## src/isse_pkg.sv

```systemverilog
// Shared constants of the two-wire slave status engine
package isse_pkg;
	localparam int ADDR_W = 3;
	localparam logic [ADDR_W-1:0] OFS_CTRL = 3'h0;
	localparam logic [ADDR_W-1:0] OFS_STAT = 3'h1;
	localparam logic [ADDR_W-1:0] OFS_OWN = 3'h2;
	localparam logic [ADDR_W-1:0] OFS_DATA = 3'h3;
	localparam logic [ADDR_W-1:0] OFS_AUX = 3'h4;
	localparam logic [2:0] MODE_I2C = 3'h6;
	localparam int CTRL_MODE_LSB = 5;
	localparam int CTRL_EN_BIT = 1;
	localparam logic [7:0] CTRL_RESET = 8'hE0;
	localparam logic [7:0] CTRL_WMASK = 8'hEF;
	localparam logic [7:0] STAT_RESET = 8'h81;
	localparam int ST_DONE = 7;
	localparam int ST_MATCH = 6;
	localparam int ST_BUSY = 5;
	localparam int ST_DIR = 4;
	localparam int ST_ACKO = 3;
	localparam int ST_RW = 2;
	localparam int ST_WAKE = 1;
	localparam int ST_ACKI = 0;
	localparam logic [7:0] OWN_RESET = 8'h00;
	localparam logic [7:0] DATA_RESET = 8'h00;
	localparam int AUX_IRQEN = 0;
	localparam int AUX_TOF = 1;
	localparam logic [3:0] BIT_LAST = 4'h8;
	localparam logic LINE_IDLE = 1'b1;
	typedef enum logic [2:0] {
		ISSE_IDLE, ISSE_ADDR, ISSE_AACK, ISSE_RX, ISSE_RACK,
		ISSE_TX, ISSE_TACK, ISSE_SKIP
	} isse_state_t;
endpackage : isse_pkg

```

## src/isse_sync.sv

```systemverilog
// Three-stage pin synchroniser with agreement filter
`timescale 1ns/1ps
module isse_sync #(
	parameter int WIDTH = 2
) (
	input wire logic i_clk,
	input wire logic i_rst,
	input wire logic [WIDTH-1:0] i_pin,
	output logic [WIDTH-1:0] o_level
);
	import isse_pkg::*;
	logic [WIDTH-1:0] s1_reg;
	logic [WIDTH-1:0] s2_reg;
	logic [WIDTH-1:0] s3_reg;
	always_ff @(posedge i_clk) begin
		if (i_rst) begin
			s1_reg <= {WIDTH{LINE_IDLE}};
			s2_reg <= {WIDTH{LINE_IDLE}};
			s3_reg <= {WIDTH{LINE_IDLE}};
		end else begin
			s1_reg <= i_pin;
			s2_reg <= s1_reg;
			s3_reg <= s2_reg;
		end
	end
	genvar g;
	generate
		for (g = 0; g < WIDTH; g++) begin : g_filt
			always_ff @(posedge i_clk) begin
				if (i_rst) begin
					o_level[g] <= LINE_IDLE;
				end else if (s2_reg[g] == s3_reg[g]) begin
					o_level[g] <= s3_reg[g];
				end
			end
		end
	endgenerate
endmodule : isse_sync

```

## src/isse_cond.sv

```systemverilog
// Bus edge and START/STOP detector
`timescale 1ns/1ps
module isse_cond (
	input wire logic i_clk,
	input wire logic i_rst,
	input wire logic i_scl,
	input wire logic i_sda,
	output logic o_scl_rise,
	output logic o_scl_fall,
	output logic o_start,
	output logic o_stop
);
	import isse_pkg::*;
	logic scl_prev_reg;
	logic sda_prev_reg;
	always_ff @(posedge i_clk) begin
		if (i_rst) begin
			scl_prev_reg <= LINE_IDLE;
			sda_prev_reg <= LINE_IDLE;
		end else begin
			scl_prev_reg <= i_scl;
			sda_prev_reg <= i_sda;
		end
	end
	assign o_scl_rise = i_scl & ~scl_prev_reg;
	assign o_scl_fall = ~i_scl & scl_prev_reg;
	assign o_start = scl_prev_reg & i_scl & sda_prev_reg & ~i_sda;
	assign o_stop = scl_prev_reg & i_scl & ~sda_prev_reg & i_sda;
endmodule : isse_cond

```

## src/isse_top.sv

```systemverilog
// Slave-only two-wire interface with status and control registers
`timescale 1ns/1ps
module isse_top (
	input wire logic i_clk,
	input wire logic i_rst,
	input wire logic [isse_pkg::ADDR_W-1:0] i_addr,
	input wire logic [7:0] i_wdata,
	input wire logic i_wr,
	input wire logic i_rd,
	output logic [7:0] o_rdata,
	input wire logic i_scl,
	output logic o_scl,
	output logic o_scl_oe_n,
	input wire logic i_sda,
	output logic o_sda,
	output logic o_sda_oe_n,
	output logic o_irq,
	output logic o_wake
);
	import isse_pkg::*;
	logic [1:0] lvl;
	logic scl_rise;
	logic scl_fall;
	logic bus_start;
	logic bus_stop;
	logic [7:0] serial_control_reg;
	logic [7:0] bus_status_control;
	logic [7:0] own_address_reg;
	logic [7:0] serial_data_reg;
	logic serial_irq_enable;
	logic timeout_flag;
	isse_state_t state_reg;
	logic [3:0] cnt_reg;
	logic [7:0] sh_reg;
	logic [7:0] tx_reg;
	logic sda_low_reg;
	logic hold_reg;
	logic en_prev_reg;
	logic if_on;
	logic en_rise;
	logic data_wr;
	logic data_rd;
	logic addr_hit;
	logic match_ev;
	logic byte_ev;
	logic rx_byte_ev;

	isse_sync #(
		.WIDTH(2)
	) u_sync (
		.i_clk(i_clk),
		.i_rst(i_rst),
		.i_pin({i_scl, i_sda}),
		.o_level(lvl)
	);

	isse_cond u_cond (
		.i_clk(i_clk),
		.i_rst(i_rst),
		.i_scl(lvl[1]),
		.i_sda(lvl[0]),
		.o_scl_rise(scl_rise),
		.o_scl_fall(scl_fall),
		.o_start(bus_start),
		.o_stop(bus_stop)
	);

	assign if_on = serial_control_reg[CTRL_EN_BIT] &&
		(serial_control_reg[7:CTRL_MODE_LSB] == MODE_I2C);
	assign en_rise = if_on & ~en_prev_reg;
	assign data_wr = i_wr && (i_addr == OFS_DATA);
	assign data_rd = i_rd && (i_addr == OFS_DATA);
	assign addr_hit = sh_reg[7:1] == own_address_reg[7:1];
	assign match_ev = (state_reg == ISSE_ADDR) && scl_fall &&
		(cnt_reg == BIT_LAST) && addr_hit;
	assign rx_byte_ev = (state_reg == ISSE_RX) && scl_fall &&
		(cnt_reg == BIT_LAST);
	assign byte_ev = rx_byte_ev ||
		((state_reg == ISSE_TACK) && scl_fall);

	// Enable edge tracking
	always_ff @(posedge i_clk) begin
		if (i_rst) begin
			en_prev_reg <= 1'b0;
		end else begin
			en_prev_reg <= if_on;
		end
	end

	// Control, address and auxiliary registers
	always_ff @(posedge i_clk) begin
		if (i_rst) begin
			serial_control_reg <= CTRL_RESET;
			own_address_reg <= OWN_RESET;
			serial_irq_enable <= 1'b0;
		end else if (i_wr) begin
			if (i_addr == OFS_CTRL) begin
				serial_control_reg <= i_wdata & CTRL_WMASK;
			end
			if (i_addr == OFS_OWN) begin
				own_address_reg <= i_wdata;
			end
			if (i_addr == OFS_AUX) begin
				serial_irq_enable <= i_wdata[AUX_IRQEN];
			end
		end
	end
	assign timeout_flag = 1'b0;

	// Status flags
	always_ff @(posedge i_clk) begin
		if (i_rst) begin
			bus_status_control <= STAT_RESET;
		end else begin
			if (i_wr && (i_addr == OFS_STAT)) begin
				bus_status_control[ST_DIR] <= i_wdata[ST_DIR];
				bus_status_control[ST_ACKO] <= i_wdata[ST_ACKO];
				bus_status_control[ST_WAKE] <= i_wdata[ST_WAKE];
			end
			if (en_rise) begin
				bus_status_control[ST_DONE] <= 1'b1;
				bus_status_control[ST_MATCH] <= 1'b0;
				bus_status_control[ST_BUSY] <= 1'b0;
				bus_status_control[ST_RW] <= 1'b0;
				bus_status_control[ST_ACKI] <= 1'b1;
			end else if (if_on) begin
				if (data_rd && !bus_status_control[ST_DIR]) begin
					bus_status_control[ST_DONE] <= 1'b0;
				end
				if (bus_start) begin
					bus_status_control[ST_DONE] <= 1'b0;
					bus_status_control[ST_BUSY] <= 1'b1;
				end
				if (bus_stop) begin
					bus_status_control[ST_DONE] <= 1'b1;
					bus_status_control[ST_BUSY] <= 1'b0;
				end
				if ((state_reg == ISSE_ADDR) && scl_rise) begin
					bus_status_control[ST_DONE] <= 1'b0;
				end
				if ((state_reg == ISSE_ADDR) && scl_fall &&
					(cnt_reg == BIT_LAST)) begin
					bus_status_control[ST_MATCH] <= addr_hit;
				end
				if (match_ev) begin
					bus_status_control[ST_RW] <= sh_reg[0];
					bus_status_control[ST_DONE] <= 1'b1;
				end
				if (((state_reg == ISSE_RX) || (state_reg == ISSE_TX)) &&
					scl_rise) begin
					bus_status_control[ST_DONE] <= 1'b0;
				end
				if (byte_ev) begin
					bus_status_control[ST_DONE] <= 1'b1;
				end
				if ((state_reg == ISSE_TACK) && scl_rise) begin
					bus_status_control[ST_ACKI] <= lvl[0];
				end
			end
		end
	end

	// Data register
	always_ff @(posedge i_clk) begin
		if (i_rst) begin
			serial_data_reg <= DATA_RESET;
		end else if (rx_byte_ev) begin
			serial_data_reg <= sh_reg;
		end else if (data_wr) begin
			serial_data_reg <= i_wdata;
		end
	end

	// Register read port
	always_ff @(posedge i_clk) begin
		if (i_rst) begin
			o_rdata <= 8'h00;
		end else if (i_rd) begin
			unique case (i_addr)
				OFS_CTRL: o_rdata <= serial_control_reg;
				OFS_STAT: o_rdata <= bus_status_control;
				OFS_OWN: o_rdata <= own_address_reg;
				OFS_DATA: o_rdata <= serial_data_reg;
				OFS_AUX: o_rdata <= {6'h00, timeout_flag, serial_irq_enable};
				default: o_rdata <= 8'h00;
			endcase
		end else begin
			o_rdata <= 8'h00;
		end
	end

	// Clock stretch release by data access
	always_ff @(posedge i_clk) begin
		if (i_rst) begin
			hold_reg <= 1'b0;
		end else if (!if_on || bus_start || bus_stop) begin
			hold_reg <= 1'b0;
		end else if (((state_reg == ISSE_AACK) ||
			(state_reg == ISSE_RACK)) && scl_fall) begin
			hold_reg <= 1'b1;
		end else if ((state_reg == ISSE_TACK) && scl_fall &&
			!bus_status_control[ST_ACKI]) begin
			hold_reg <= 1'b1;
		end else if (bus_status_control[ST_DIR] ? data_wr : data_rd) begin
			hold_reg <= 1'b0;
		end
	end

	// Bit sequencer
	always_ff @(posedge i_clk) begin
		if (i_rst) begin
			state_reg <= ISSE_IDLE;
			cnt_reg <= 4'h0;
			sh_reg <= 8'h00;
			tx_reg <= 8'h00;
			sda_low_reg <= 1'b0;
		end else if (!if_on || bus_stop) begin
			state_reg <= ISSE_IDLE;
			sda_low_reg <= 1'b0;
		end else if (bus_start) begin
			state_reg <= ISSE_ADDR;
			cnt_reg <= 4'h0;
			sda_low_reg <= 1'b0;
		end else begin
			if (data_wr) begin
				tx_reg <= i_wdata;
				if (state_reg == ISSE_TX) begin
					sda_low_reg <= ~i_wdata[7];
				end
			end
			unique case (state_reg)
				ISSE_IDLE, ISSE_SKIP: begin
					sda_low_reg <= 1'b0;
				end
				ISSE_ADDR, ISSE_RX: begin
					if (scl_rise) begin
						sh_reg <= {sh_reg[6:0], lvl[0]};
						cnt_reg <= cnt_reg + 4'h1;
					end else if (scl_fall && (cnt_reg == BIT_LAST)) begin
						cnt_reg <= 4'h0;
						if (state_reg == ISSE_RX) begin
							sda_low_reg <= ~bus_status_control[ST_ACKO];
							state_reg <= ISSE_RACK;
						end else if (addr_hit) begin
							sda_low_reg <= 1'b1;
							state_reg <= ISSE_AACK;
						end else begin
							state_reg <= ISSE_SKIP;
						end
					end
				end
				ISSE_AACK, ISSE_RACK: begin
					if (scl_fall) begin
						cnt_reg <= 4'h0;
						sda_low_reg <= 1'b0;
						if ((state_reg == ISSE_AACK) && bus_status_control[ST_RW]) begin
							state_reg <= ISSE_TX;
						end else begin
							state_reg <= ISSE_RX;
						end
					end
				end
				ISSE_TX: begin
					if (scl_rise) begin
						cnt_reg <= cnt_reg + 4'h1;
					end else if (scl_fall) begin
						if (cnt_reg == BIT_LAST) begin
							sda_low_reg <= 1'b0;
							state_reg <= ISSE_TACK;
						end else begin
							tx_reg <= {tx_reg[6:0], 1'b0};
							sda_low_reg <= ~tx_reg[6];
						end
					end
				end
				ISSE_TACK: begin
					if (scl_fall) begin
						cnt_reg <= 4'h0;
						if (!bus_status_control[ST_ACKI]) begin
							state_reg <= ISSE_TX;
						end else begin
							state_reg <= ISSE_SKIP;
						end
					end
				end
			endcase
		end
	end

	// Interrupt and wake pulses
	always_ff @(posedge i_clk) begin
		if (i_rst) begin
			o_irq <= 1'b0;
			o_wake <= 1'b0;
		end else begin
			o_irq <= if_on && serial_irq_enable && (match_ev || byte_ev);
			o_wake <= if_on && match_ev && bus_status_control[ST_WAKE];
		end
	end

	// Open-drain pins
	assign o_scl = 1'b0;
	assign o_sda = 1'b0;
	assign o_scl_oe_n = ~hold_reg;
	assign o_sda_oe_n = ~sda_low_reg;
endmodule : isse_top

```

## config.mk

```make
export PLATFORM = sky130hd
export DESIGN_NAME = isse_top
export DESIGN_NICKNAME = d
export VERILOG_FILES = /design/src/isse_pkg.sv /design/src/isse_sync.sv /design/src/isse_cond.sv /design/src/isse_top.sv
export SDC_FILE = /design/constraint.sdc
export NUM_CORES = 1
export LEC_CHECK = 0
export BUFFER_PORTS_ARGS = -buffer_cell sky130_fd_sc_hd__buf_2
export CORE_MARGIN = 3
export CORE_UTILIZATION = 40
export CTS_CLUSTER_SIZE = 10
export DETAILED_ROUTE_END_ITERATION = 6
export MAX_ROUTING_LAYER = met4
export PLACE_DENSITY_LB_ADDON = 0.05
export SYNTH_ARGS = -nofsm -noshare
export SYNTH_HDL_FRONTEND = slang
export SYNTH_SLANG_ARGS = --single-unit
```

## constraint.sdc

```tcl
create_clock -name i_clk -period 6.48 [get_ports i_clk]
set_clock_uncertainty 0.1 [all_clocks]
set_input_delay 0.648 -clock i_clk [delete_from_list [all_inputs] [get_ports i_clk]]
set_output_delay 0.648 -clock i_clk [all_outputs]
set_load 0.01 [all_outputs]
```

# == After elaboration in Yosys (flattened, before gate mapping) ==
# Cells that the tools add are included.
# word_totals
regBits,78
in_bits,17
output_inout_bits,14
word_cells,197
# op_classes
addsub,1
n_eq_ne,33
mux,51
n_bitwise,21
n_reduce_logical,63
# op_table
op,n
two-way mux 8 bit,7
one-hot mux 8 bit (5 select lines),1
two-way mux 3 bit,10
two-way mux 1 bit,24
logical AND 1 bit,22
inequality test 3 bit (second input constant),7
two-way mux 4 bit,5
== test 3 bit (second input constant),6
AND reduction 2 bit,9
AND reduction 8 bit,2
OR reduction 2 bit,7
inverter 1 bit,13
== test 3 x 2 -> 1 bit (second input constant),4
inequality test 2 bit (second input constant),6
one-hot mux 3 bit (4 select lines),1
one-hot mux 4 bit (3 select lines),1
bitwise AND 1 bit,8
nonzero test 4 bit,2
== test 7 bit,1
logical OR 1 bit,7
nonzero test 7 bit,1
== test 3 x 1 -> 1 bit (second input constant),2
zero test 3 bit,2
OR reduction 3 bit,2
other kinds (15),19

# == Depth between registers and ports, before layout ==
# Gate-level depths: netlist (run 1).
# depth
ltp_word,10
mapped_depth,9
ltp_nobuf,7

# == Hierarchy ==
# A second synthesis (run 1) with hierarchy kept.
# unflattened
hier_cells,399
area_unflattened_um2,3681.0
# by_module_without_submodules
module,n_inst,cells_per_inst,area_each_um2,seq_area_each_um2
isse_top,1,371,3365.7,1341.3
isse_sync,1,20,230.2,160.2
isse_cond,1,8,85.1,40.0

# == Least setup slack after synthesis (run 1) ==
# OpenSTA, ideal clock, no wires.
# synth_path
path_kind,flip-flop to flip-flop
start,register cnt_reg[0]
end,register tx_reg[1]
setup_ps,122
t_arrival_ps,1880
required_time_ps,6258
setup_slack_ps,4378
path_stages_with_launch,10
path_buffers,2
synth_period_minus_slack_ps,2102
path_cell_list,dfxtp_1 inv_1 ha_1 and3b_1 clkbuf_1 nor4_1 buf_2 nor2_1 a21oi_1 o2bb2ai_1
# synth_via
elab_chain_len,5
# synth_rtl
item,line,text
"start, declared",isse_top.sv:33,logic [3:0] cnt_reg;
"start signal, assigned",isse_top.sv:238,cnt_reg <= cnt_reg + 4'h1;
"start signal, assigned",isse_top.sv:265,cnt_reg <= cnt_reg + 4'h1;
== test 4 bit,isse_top.sv:267,if (cnt_reg == BIT_LAST) begin
two-way mux 8 bit,isse_top.sv:267,
two-way mux 8 bit,isse_top.sv:266,end else if (scl_fall) begin
two-way mux 8 bit,isse_top.sv:264,if (scl_rise) begin
two-way mux 8 bit,isse_top.sv:231,unique case (state_reg)
"end signal, assigned",isse_top.sv:226,tx_reg <= i_wdata;
"end signal, assigned",isse_top.sv:271,"tx_reg <= {tx_reg[6:0], 1'b0};"
"end, declared",isse_top.sv:35,logic [7:0] tx_reg;
# No other way between the ends.
# A chain may end at the register's enable or synchronous reset.

# == Final worst setup path (run 1) ==
# layout_path
start,register cnt_reg[0]
end,register tx_reg[2]
# Same word-level chain as after synthesis.

==> reports/summary.txt, run 1 <==
Worst vdd ir - 127.4 uV
Slew headroom - 0.2882
FF-to-FF setup slack - 3.90 ns
Crit path launch type - flop
Total negative slack - 0 ns
GRT overflow - 0
HP Class - flop to flop
Dominant cell type by area after synthesis - dfxtp_1
Vias per cell - 5.406
Cell variety after synth - 56
Clock Path Buffers - 2
CTS Hold Bufs - 0
Sink of the worst hold path - u_sync.s2_reg[0]
TritonCTS Buffers - 9
First DRT Iteration DRCs - 122
RSZ-0062 raised after global routing - no
Post-synth EDFFs - 0
Share of cells above drive strength 1 - 0.1548
Reg clk slew, reported paths - 0.08 ns
Synth area leaders - dfxtp_1 (43%), mux2i_1 (6.2%), nand2_1 (5.2%)
Reg2reg start - cnt_reg[0]
First-pass DRT Iterations - 5
Later-pin clock latency in the skew report - 0.34 ns
# diodes - 0
Top cells by count, synth - dfxtp_1 (77), nand2_1 (49), nor2_1 (47)
CTS root buf - clkbuf_8
Gpl congestion - 0.9056
Nets@finish - 435
Yosys reg bits - 77
CP arrival - 2.72 ns
DRC - 0
Fmax - 0.3872 GHz
Pwr Density - 227.7 nW/um2
Net switching power - 0.2107 mW
Hold path cells - 1
Crit share post-route - 0.3985
LEAKAGE - 1.490 nW
FF-to-FF End - tx_reg[2]
Wirelength, routed - 9175 um
Die ar. - 10040 um2
Filler cells - 852
Outcome - finished clean
IO Count - 31
Share of the synthesized area in the top cell type - 0.4343
Register area share after synthesis - 0.4343
CTS tree - yes
Std-Cell Rows - 33
First-pass GRT wire length - 14920 um
Cells on worst reg2reg path - 7
Tmin final - 2.583 ns
Clock power share - 0.409
Most common cell in the netlist - dfxtp_1
YS warnings - 0
DP Cell Count - 510
Combinational share of power - 0.050
Ys flop type - dfxtp_1
Max-Cap Viols - 0
Tightest Pin Transition - 1.059 ns
Hold Fails Final Rpt - 0
Avg WL per Cell - 17.48 um
Post-Syn Area per Cell - 8.852 um2
Pin count of the biggest net entering global routing - 54
Die Width - 100.2 um
Vias in the first global route - 2671
Post-synth ARST share - 0
Antenna-violating nets left - 0
GRT Total Usage - 0.1975
Hold Startpoint - u_sync.s1_reg[0]
Starting density of the core - 0.4214
CTS resizes - 0
P_int - 0.6826 mW
Flop pwr share - 0.541
Sink Count - 77
Fin cells - 525
CTS H-tree depth - 3
CP endpoint kind - flop
Total core area - 8423 um2
Via count - 2838
Hold slack - 0.3134 ns
Data required, critical path - 6.62 ns
Initial antenna violation count - 0
Setup-failing EPs final - 0
IO buf count - 28
Sw frac - 0.2358
HPWL after DPL - 6718 um
CP Class - flop to flop
Post CTS Setup Buffer Count - 0
Fin. max-slew vios - 0
Mapped Area - 3550 um2
Top fanout value on the critical path - 14
Syn Inst Count - 401
Height of the die - 100.2 um
Area grow syn2layout - 10.50%
-- per-layer routing --
layer,global-route usage,share of wire
met1,0.2929,0.52
met2,0.2717,0.43
met3,0.03822,0.045
met4,0.05492,0.010
met5,-,0
-- worst max-delay path by stage --
stage	end	slack, ns	cells past startpoint	from
floorplan	tx_reg[1]	4.38	9	cnt_reg[0]
finish	tx_reg[2]	3.90	7	cnt_reg[0]
global placement	tx_reg[3]	3.99	7	cnt_reg[0]
CTS	tx_reg[2]	3.89	7	cnt_reg[0]
detailed placement	tx_reg[2]	3.90	7	cnt_reg[0]
global route	tx_reg[2]	3.70	7	cnt_reg[0]
-- worst max-delay path, cell delays in order (launching register included) --
cell	delay, ns
dfxtp_1	0.40
inv_1	0.06
ha_1	0.20
and3b_1	0.26
nor4_2	0.92
o21a_1	0.23
nor2_1	0.10
o2bb2ai_1	0.19
-- logic make-up after synthesis --
group,share of synthesized area
other,0.001056
adders and majority gates,0.007049
AOI/OAI and AO/OA,0.1477
buffers and inverters,0.03877
muxes,0.1096
and+or+nand+nor,0.2418
DFF,0.4343
xor gates and xnor gates,0.01974
-- power groups by stage --
stage | Combinational [mW] | Clock, mW | Sequential [mW]
4_1_cts | 0.0447 | 0.379 | 0.483
5_1_grt | 0.0497 | 0.396 | 0.484
2_1_floorplan | 0.0292 | 0 | 0.493
3_5_place_dp | 0.0446 | 0 | 0.494
6_report | 0.0446 | 0.366 | 0.483
3_3_place_gp | 0.0445 | 0 | 0.494
-- cell type report --
type                            count  area (um2)  area share
Clock buffer                       10       137.6     0.03509
Clock inverter                      5       61.31     0.01563
Inverter                            8       30.03    0.007656
Multi-Input combinational cell    292        1881      0.4794
Sequential cell                    77        1541      0.3930
Tap cell                          105       131.4     0.03349
Timing Repair Buffer               28       140.1     0.03573
-- cells in the final DEF (no fill, tap or decap), types with 11 or more instances in the layout --
cell type and n:
o21ai_0 12, buf_2 28, nand2_1 49, dfxtp_1 77
a21oi_1 25, nand3_1 11, mux2i_1 22, nor2_1 47
-- metrics by stage --
stage	worst slack [ns]	instance area, um2	power [mW]	utilization
2_1_floorplan	4.378	3553	0.5220	-
3_3_place_gp	3.990	3724	0.5386	0.4421
3_5_place_dp	3.903	3724	0.5388	0.4421
4_1_cts	3.893	3923	0.9066	0.4657
5_1_grt	3.698	3923	0.9295	0.4657
6_report	3.897	3923	0.8933	0.4657
No activity file was read; power rests on OpenSTA's default activity.
==> run 2, diff against run 1 <==
- clock period: 6.48 -> 2.7 ns (I/O delays scaled with it)
==> run 2 against run 1 <==
  * Die area unchanged
  * Worst setup slack worse by 3.5 ns
  * Cell area is 2.0% higher
  * First-iteration DRC count increased by 84%
  * Clock power up 140%
  * Largest cell class unchanged
  * Hold slack worse by 0.23 ns
  * Count of clock-buffer cells in the layout is 1 higher
  * Highest routed layer unchanged
==> reports/summary.txt, run 2 (synthesis gave the netlist of run 1 again) <==
Max-Cap Viols - 0 (unchanged)
Nets@finish - 446 (was 435)
CP arrival - 2.49 ns (was 2.72 ns)
First DRT Iteration DRCs - 224 (was 122)
Std-Cell Rows - 33 (unchanged)
Commonest non-fill, non-tap cell in the layout - dfxtp_1 (unchanged)
Post CTS Setup Buffer Count - 0 (unchanged)
Die Width - 100.2 um (unchanged)
Worst path max stage delay - 0.57 ns (was 0.92 ns)
Data required, critical path - 2.89 ns (was 6.62 ns)
Placed cell area - 3791 um2 (was 3724 um2)
Finished Core Util - 0.4750 (was 0.4657)
GRT Total Usage - 0.2024 (was 0.1975)
Reg clk slew, reported paths - 0.09 ns (was 0.08 ns)
Crit share post-route - 0.8513 (was 0.3985)
Filler cells - 840 (was 852)
HP Class - input port to flop (was flop to flop)
# diodes - 0 (unchanged)
Starting density of the core - 0.4214 (unchanged)
FF-to-FF End - cnt_reg[1] (was tx_reg[2])
CP bufs+invs - 1 (unchanged)
IO buf count - 28 (unchanged)
Critical path's slowest cell - or4b_1 (was nor4_2)
CP Class - flop to flop (unchanged)
Setup-failing EPs final - 0 (unchanged)
Die ar. - 10040 um2 (unchanged)
DP Worst Slack - 0.4461 ns (was 3.903 ns)
Worst Slack Setup Final - 0.4015 ns (was 3.897 ns)
Height of the die - 100.2 um (unchanged)
Sink of the worst hold path - serial_control_reg[2] (was u_sync.s2_reg[0])
Tightest Pin Transition - 0.5703 ns (was 1.059 ns)
GRT overflow - 0 (unchanged)
Sink Count - 77 (unchanged)
Later-pin clock latency in the skew report - 0.35 ns (was 0.34 ns)
Most frequent cells in the layout - dfxtp_1 (77), nand2_1 (49), nor2_1 (47) (unchanged)
Total negative slack - 0 ns (unchanged)
Total core area - 8423 um2 (unchanged)
Avg WL per Cell - 17.34 um (was 17.48 um)
Antenna-violating nets left - 0 (unchanged)
Cells on worst reg2reg path - 7 (unchanged)
RSZ-0062 raised after global routing - no (unchanged)
Tmin final - 2.298 ns (was 2.583 ns)
Via count - 2994 (was 2838)
Fin cells - 537 (was 525)
HPWL after DPL - 6769 um (was 6718 um)
DRC - 0 (unchanged)
First-pass DRT Iterations - 4 (was 5)
Worst vdd ir - 291.5 uV (was 127.4 uV)
Gpl congestion - 0.8569 (was 0.9056)
LEAKAGE - 1.541 nW (was 1.490 nW)
Vias per cell - 5.575 (was 5.406)
CTS resizes - 0 (unchanged)
FF-to-FF setup slack - 0.40 ns (was 3.90 ns)
Fin. max-slew vios - 0 (unchanged)
Storage cell area - 1541 um2 (unchanged)
Final Total Pwr - 2.138 mW (was 0.8933 mW)
Reg2reg start - cnt_reg[0] (unchanged)
Pwr Density - 534.3 nW/um2 (was 227.7 nW/um2)
CTS root buf - clkbuf_8 (unchanged)
Area of the multi-input gates - 1881 um2 (unchanged)
Finished Cell Area - 4001 um2 (was 3923 um2)
Share of cells above drive strength 1 - 0.1690 (was 0.1548)
Outcome - finished clean (unchanged)
DP Cell Count - 519 (was 510)
Pin count of the biggest net entering global routing - 40 (was 54)
CTS H-tree depth - 3 (unchanged)
First-pass GRT wire length - 15260 um (was 14920 um)
Vias in the first global route - 2799 (was 2671)
CTS tree - yes (unchanged)
Worst-path cell chain - inv_1 -> ha_1 -> nand3b_1 -> o311ai_0 -> a31oi_1 -> or4b_1 -> a21oi_1 (was inv_1 -> ha_1 -> and3b_1 -> nor4_2 -> o21a_1 -> nor2_1 -> o2bb2ai_1)
Crit path launch type - flop (unchanged)
Clock Path Buffers - 2 (unchanged)
Hold Startpoint - i_wdata[2] (was u_sync.s1_reg[0])
Hold Fails Final Rpt - 0 (unchanged)
Hold path cells - 3 (was 1)
Fmax - 0.4351 GHz (was 0.3872 GHz)
Area grow syn2layout - 12.72% (was 10.50%)
Top fanout value on the critical path - 7 (was 14)
CP Launch Point - cnt_reg[0] (unchanged)
TritonCTS Buffers - 9 (unchanged)
Slew headroom - 0.6187 (was 0.2882)
CP top delay family - compound AO/OA/AOI/OAI gates (was simple AND/OR/NAND/NOR gates)
Wirelength, routed - 9313 um (was 9175 um)
IO Count - 31 (unchanged)
CTS Hold Bufs - 2 (was 0)
CP endpoint kind - flop (unchanged)
Initial antenna violation count - 0 (unchanged)
Hold slack - 0.08337 ns (was 0.3134 ns)
[run 2: cell types whose count changed in the layout (fill, tap and decap cells not counted)]
| cell | before | now |
|---|---|---|
| buf_4 | 0 | 9 |
| clkbuf_1 | 0 | 2 |
| clkbuf_8 | 10 | 9 |
| clkinv_2 | 0 | 1 |
| clkinv_4 | 1 | 0 |
| clkinvlp_4 | 3 | 2 |
| dlygate4sd3_1 | 0 | 2 |
| inv_6 | 0 | 1 |
[run 2: worst register-to-register path: cells and delay by family (launching register included)]
| family | cells | cell delay, ns |
|---|---|---|
| AND/OR/NAND/NOR | 2 | 0.77 |
| adder cells (fa/ha/maj) | 1 | 0.15 |
| AO/OA/AOI/OAI | 3 | 0.79 |
| flip-flops | 1 | 0.35 |
| buffers and inverters | 1 | 0.07 |
[run 2: how the worst max path moves through the flow]
stage	cells past startpoint	to	slack, ns
after CTS	7	cnt_reg[1]	0.44
final	7	cnt_reg[1]	0.40
after global placement	5	bus_status_control[2]	0.52
after floorplan	9	tx_reg[1]	0.60
after global routing	7	cnt_reg[1]	0.10
after detailed placement	7	cnt_reg[1]	0.45
[run 2: report_power, final]
group / total (mW) / internal [mW] / switching (mW) / leakage (nW)
clock network: 0.865 / 0.430 / 0.435 / 0.0899
logic: 0.114 / 0.0450 / 0.0694 / 0.828
registers: 1.16 / 1.15 / 0.00901 / 0.623
total: 2.14 / 1.62 / 0.514 / 1.54
[run 2: per-layer routing]
layer,up-vias,share of wire,track usage
met5,-,0,-
met4,0,0.0075,0.04663
met3,7,0.085,0.04100
met2,101,0.44,0.2859
met1,1410,0.47,0.2966
li1,1476,-,-
[run 2: final cells by class]
type,instances,share of cell area
tap,105,0.03283
clock buffer,11,0.03283
inverter,8,0.007505
timing repair buffer,39,0.05691
multi-input combinational,292,0.4700
sequential,77,0.3852
clock inverter,5,0.01470
==> run 3, diff against run 2 <==
- CORE_ASPECT_RATIO: not set -> 0.9
==> run 3 against run 2 <==
  * Total power is 2.8% lower
  * Maximum frequency is 0.90% higher
  * Non-clock buffer count is 1 higher
  * Critical endpoint unchanged
  * Worst setup slack better by 0.021 ns
  * Global-route usage is 0.074 points lower
  * Hold slack worse by 0.0055 ns
  * Critical path depth stayed put
  * Via count is 0.17% lower
  * Sequential power hardly changed
  * Highest routed layer unchanged
==> reports/summary.txt, run 3 (synthesis gave the netlist of run 1 again) <==
Outcome - finished clean (unchanged)
Vias per cell - 5.454 (was 5.575)
Flop pwr share - 0.557 (was 0.542)
Initial antenna violation count - 0 (unchanged)
Hold slack - 0.07787 ns (was 0.08337 ns)
Wirelength, routed - 9487 um (was 9313 um)
CTS tree - yes (unchanged)
Filler cells - 849 (was 840)
CP Class - flop to flop (unchanged)
Net switching power - 0.5422 mW (was 0.5138 mW)
Slew headroom - 0.6003 (was 0.6187)
Final Total Pwr - 2.078 mW (was 2.138 mW)
Area of the multi-input gates - 1881 um2 (unchanged)
Worst-path cell chain - inv_1 -> ha_1 -> nand3b_1 -> o311ai_0 -> a31oi_1 -> or4b_1 -> a21oi_1 (unchanged)
Avg WL per Cell - 17.31 um (was 17.34 um)
Sw frac - 0.2609 (was 0.2403)
Area grow syn2layout - 12.87% (was 12.72%)
HPWL after DPL - 6892 um (was 6769 um)
Fin. max-slew vios - 0 (unchanged)
CTS root buf - clkbuf_8 (unchanged)
CP arrival - 2.47 ns (was 2.49 ns)
Die ar. - 10040 um2 (about the same)
Crit share post-route - 0.8437 (was 0.8513)
Tmin final - 2.278 ns (was 2.298 ns)
LEAKAGE - 1.542 nW (was 1.541 nW)
Sink Count - 77 (unchanged)
First-pass DRT Iterations - 5 (was 4)
Storage cell area - 1541 um2 (unchanged)
P_int - 1.536 mW (was 1.624 mW)
Reg clk slew, reported paths - 0.09 ns (about the same)
GRT overflow - 0 (unchanged)
First-pass GRT wire length - 15050 um (was 15260 um)
Gpl congestion - 0.8554 (was 0.8569)
# diodes - 0 (unchanged)
Share of cells above drive strength 1 - 0.1732 (was 0.1690)
RSZ-0062 raised after global routing - no (unchanged)
First DRT Iteration DRCs - 225 (was 224)
Clock Path Buffers - 2 (unchanged)
Worst vdd ir - 282.7 uV (was 291.5 uV)
Std-Cell Rows - 31 (was 33)
Max-Cap Viols - 0 (unchanged)
Critical path's slowest cell - or4b_1 (unchanged)
IO Count - 31 (unchanged)
Pwr Density - 518.7 nW/um2 (was 534.3 nW/um2)
Fmax - 0.4390 GHz (was 0.4351 GHz)
Post CTS Setup Buffer Count - 0 (unchanged)
Sink of the worst hold path - serial_control_reg[2] (unchanged)
CTS resizes - 0 (unchanged)
Setup-failing EPs final - 0 (unchanged)
Total negative slack - 0 ns (unchanged)
Data required, critical path - 2.90 ns (was 2.89 ns)
Vias in the first global route - 2741 (was 2799)
Antenna-violating nets left - 0 (unchanged)
Clock power share - 0.386 (was 0.405)
Crit path launch type - flop (unchanged)
HP Class - input port to flop (unchanged)
Die Width - 105.3 um (was 100.2 um)
GRT Total Usage - 0.2016 (was 0.2024)
Cells on worst reg2reg path - 7 (unchanged)
Combinational share of power - 0.056 (was 0.054)
Finished Core Util - 0.4804 (was 0.4750)
Hold path cells - 3 (unchanged)
Starting density of the core - 0.4257 (was 0.4214)
Nets@finish - 447 (was 446)
Commonest non-fill, non-tap cell in the layout - dfxtp_1 (unchanged)
FF-to-FF setup slack - 0.42 ns (was 0.40 ns)
Hold Fails Final Rpt - 0 (unchanged)
TritonCTS Buffers - 9 (unchanged)
Most frequent cells in the layout - dfxtp_1 (77), nand2_1 (49), nor2_1 (47) (unchanged)
Hold Startpoint - i_wdata[2] (unchanged)
FF-to-FF End - cnt_reg[1] (unchanged)
Total core area - 8339 um2 (was 8423 um2)
Worst path max stage delay - 0.56 ns (was 0.57 ns)
Via count - 2989 (was 2994)
Reg2reg start - cnt_reg[0] (unchanged)
CP endpoint kind - flop (unchanged)
Tightest Pin Transition - 0.5983 ns (was 0.5703 ns)
DRC - 0 (unchanged)
Top fanout value on the critical path - 7 (unchanged)
Height of the die - 95.37 um (was 100.2 um)
Later-pin clock latency in the skew report - 0.35 ns (about the same)
CTS H-tree depth - 3 (unchanged)
Pin count of the biggest net entering global routing - 40 (unchanged)
IO buf count - 28 (unchanged)
CTS Hold Bufs - 2 (unchanged)
==> run 3: changes by cell type in the layout (fill, tap and decap cells not counted) <==
cell        change
buf_4           +1
clkbuf_1        -1
clkinv_4        +3
clkinvlp_4      -1
bufinv_16       -1
==> run 3: per-stage QoR <==
stage | std cells | setup WS [ns] | instance area (um2)
2_1_floorplan | 402 | 0.5977 | 3553
3_3_place_gp | 530 | 0.5358 | 3811
3_5_place_dp | 530 | 0.4202 | 3811
4_1_cts | 548 | 0.4118 | 4006
5_1_grt | 548 | 0.2126 | 4006
6_report | 548 | 0.4221 | 4006
==> run 3: area by class of cell <==
cell class	count	area share
clock inverters	6	0.01187
multi-input cells	292	0.4694
clock buffers	10	0.03186
well taps	115	0.03592
repair buffers	40	0.05871
inverters	8	0.007495
flip-flops and latches	77	0.3848
==> run 3: power by group through the flow <==
| stage | sequential [mW] | combinational [mW] | clock [mW] |
|---|---|---|---|
| finish | 1.16 | 0.117 | 0.803 |
| floorplan | 1.18 | 0.0701 | 0 |
| detailed placement | 1.19 | 0.115 | 0 |
| global route | 1.16 | 0.129 | 0.860 |
| CTS | 1.16 | 0.118 | 0.825 |
| global placement | 1.18 | 0.116 | 0 |
==> run 3: how the worst max path moves through the flow <==
stage | startpoint | to | cells past startpoint
2_1_floorplan | cnt_reg[0] | tx_reg[1] | 9
3_3_place_gp | cnt_reg[0] | cnt_reg[1] | 7
3_5_place_dp | cnt_reg[0] | cnt_reg[1] | 7
4_1_cts | cnt_reg[0] | cnt_reg[1] | 7
5_1_grt | cnt_reg[0] | cnt_reg[1] | 7
6_report | cnt_reg[0] | cnt_reg[1] | 7
==> run 3: routing by layer <==
metal / track usage / share of wire / vias up
met5: - / 0 / -
met2: 0.2866 / 0.41 / 93
met1: 0.2864 / 0.51 / 1405
met4: 0.05464 / 0.014 / 0
li1: - / - / 1478
met3: 0.04739 / 0.067 / 13
==> run 3: critical path, delay by kind of cell (launching register included) <==
family	cells	cell delay [ns]
adder cells (fa/ha/maj)	1	0.16
AO/OA/AOI/OAI	3	0.78
flip-flops	1	0.35
AND/OR/NAND/NOR	2	0.76
buffers and inverters	1	0.07
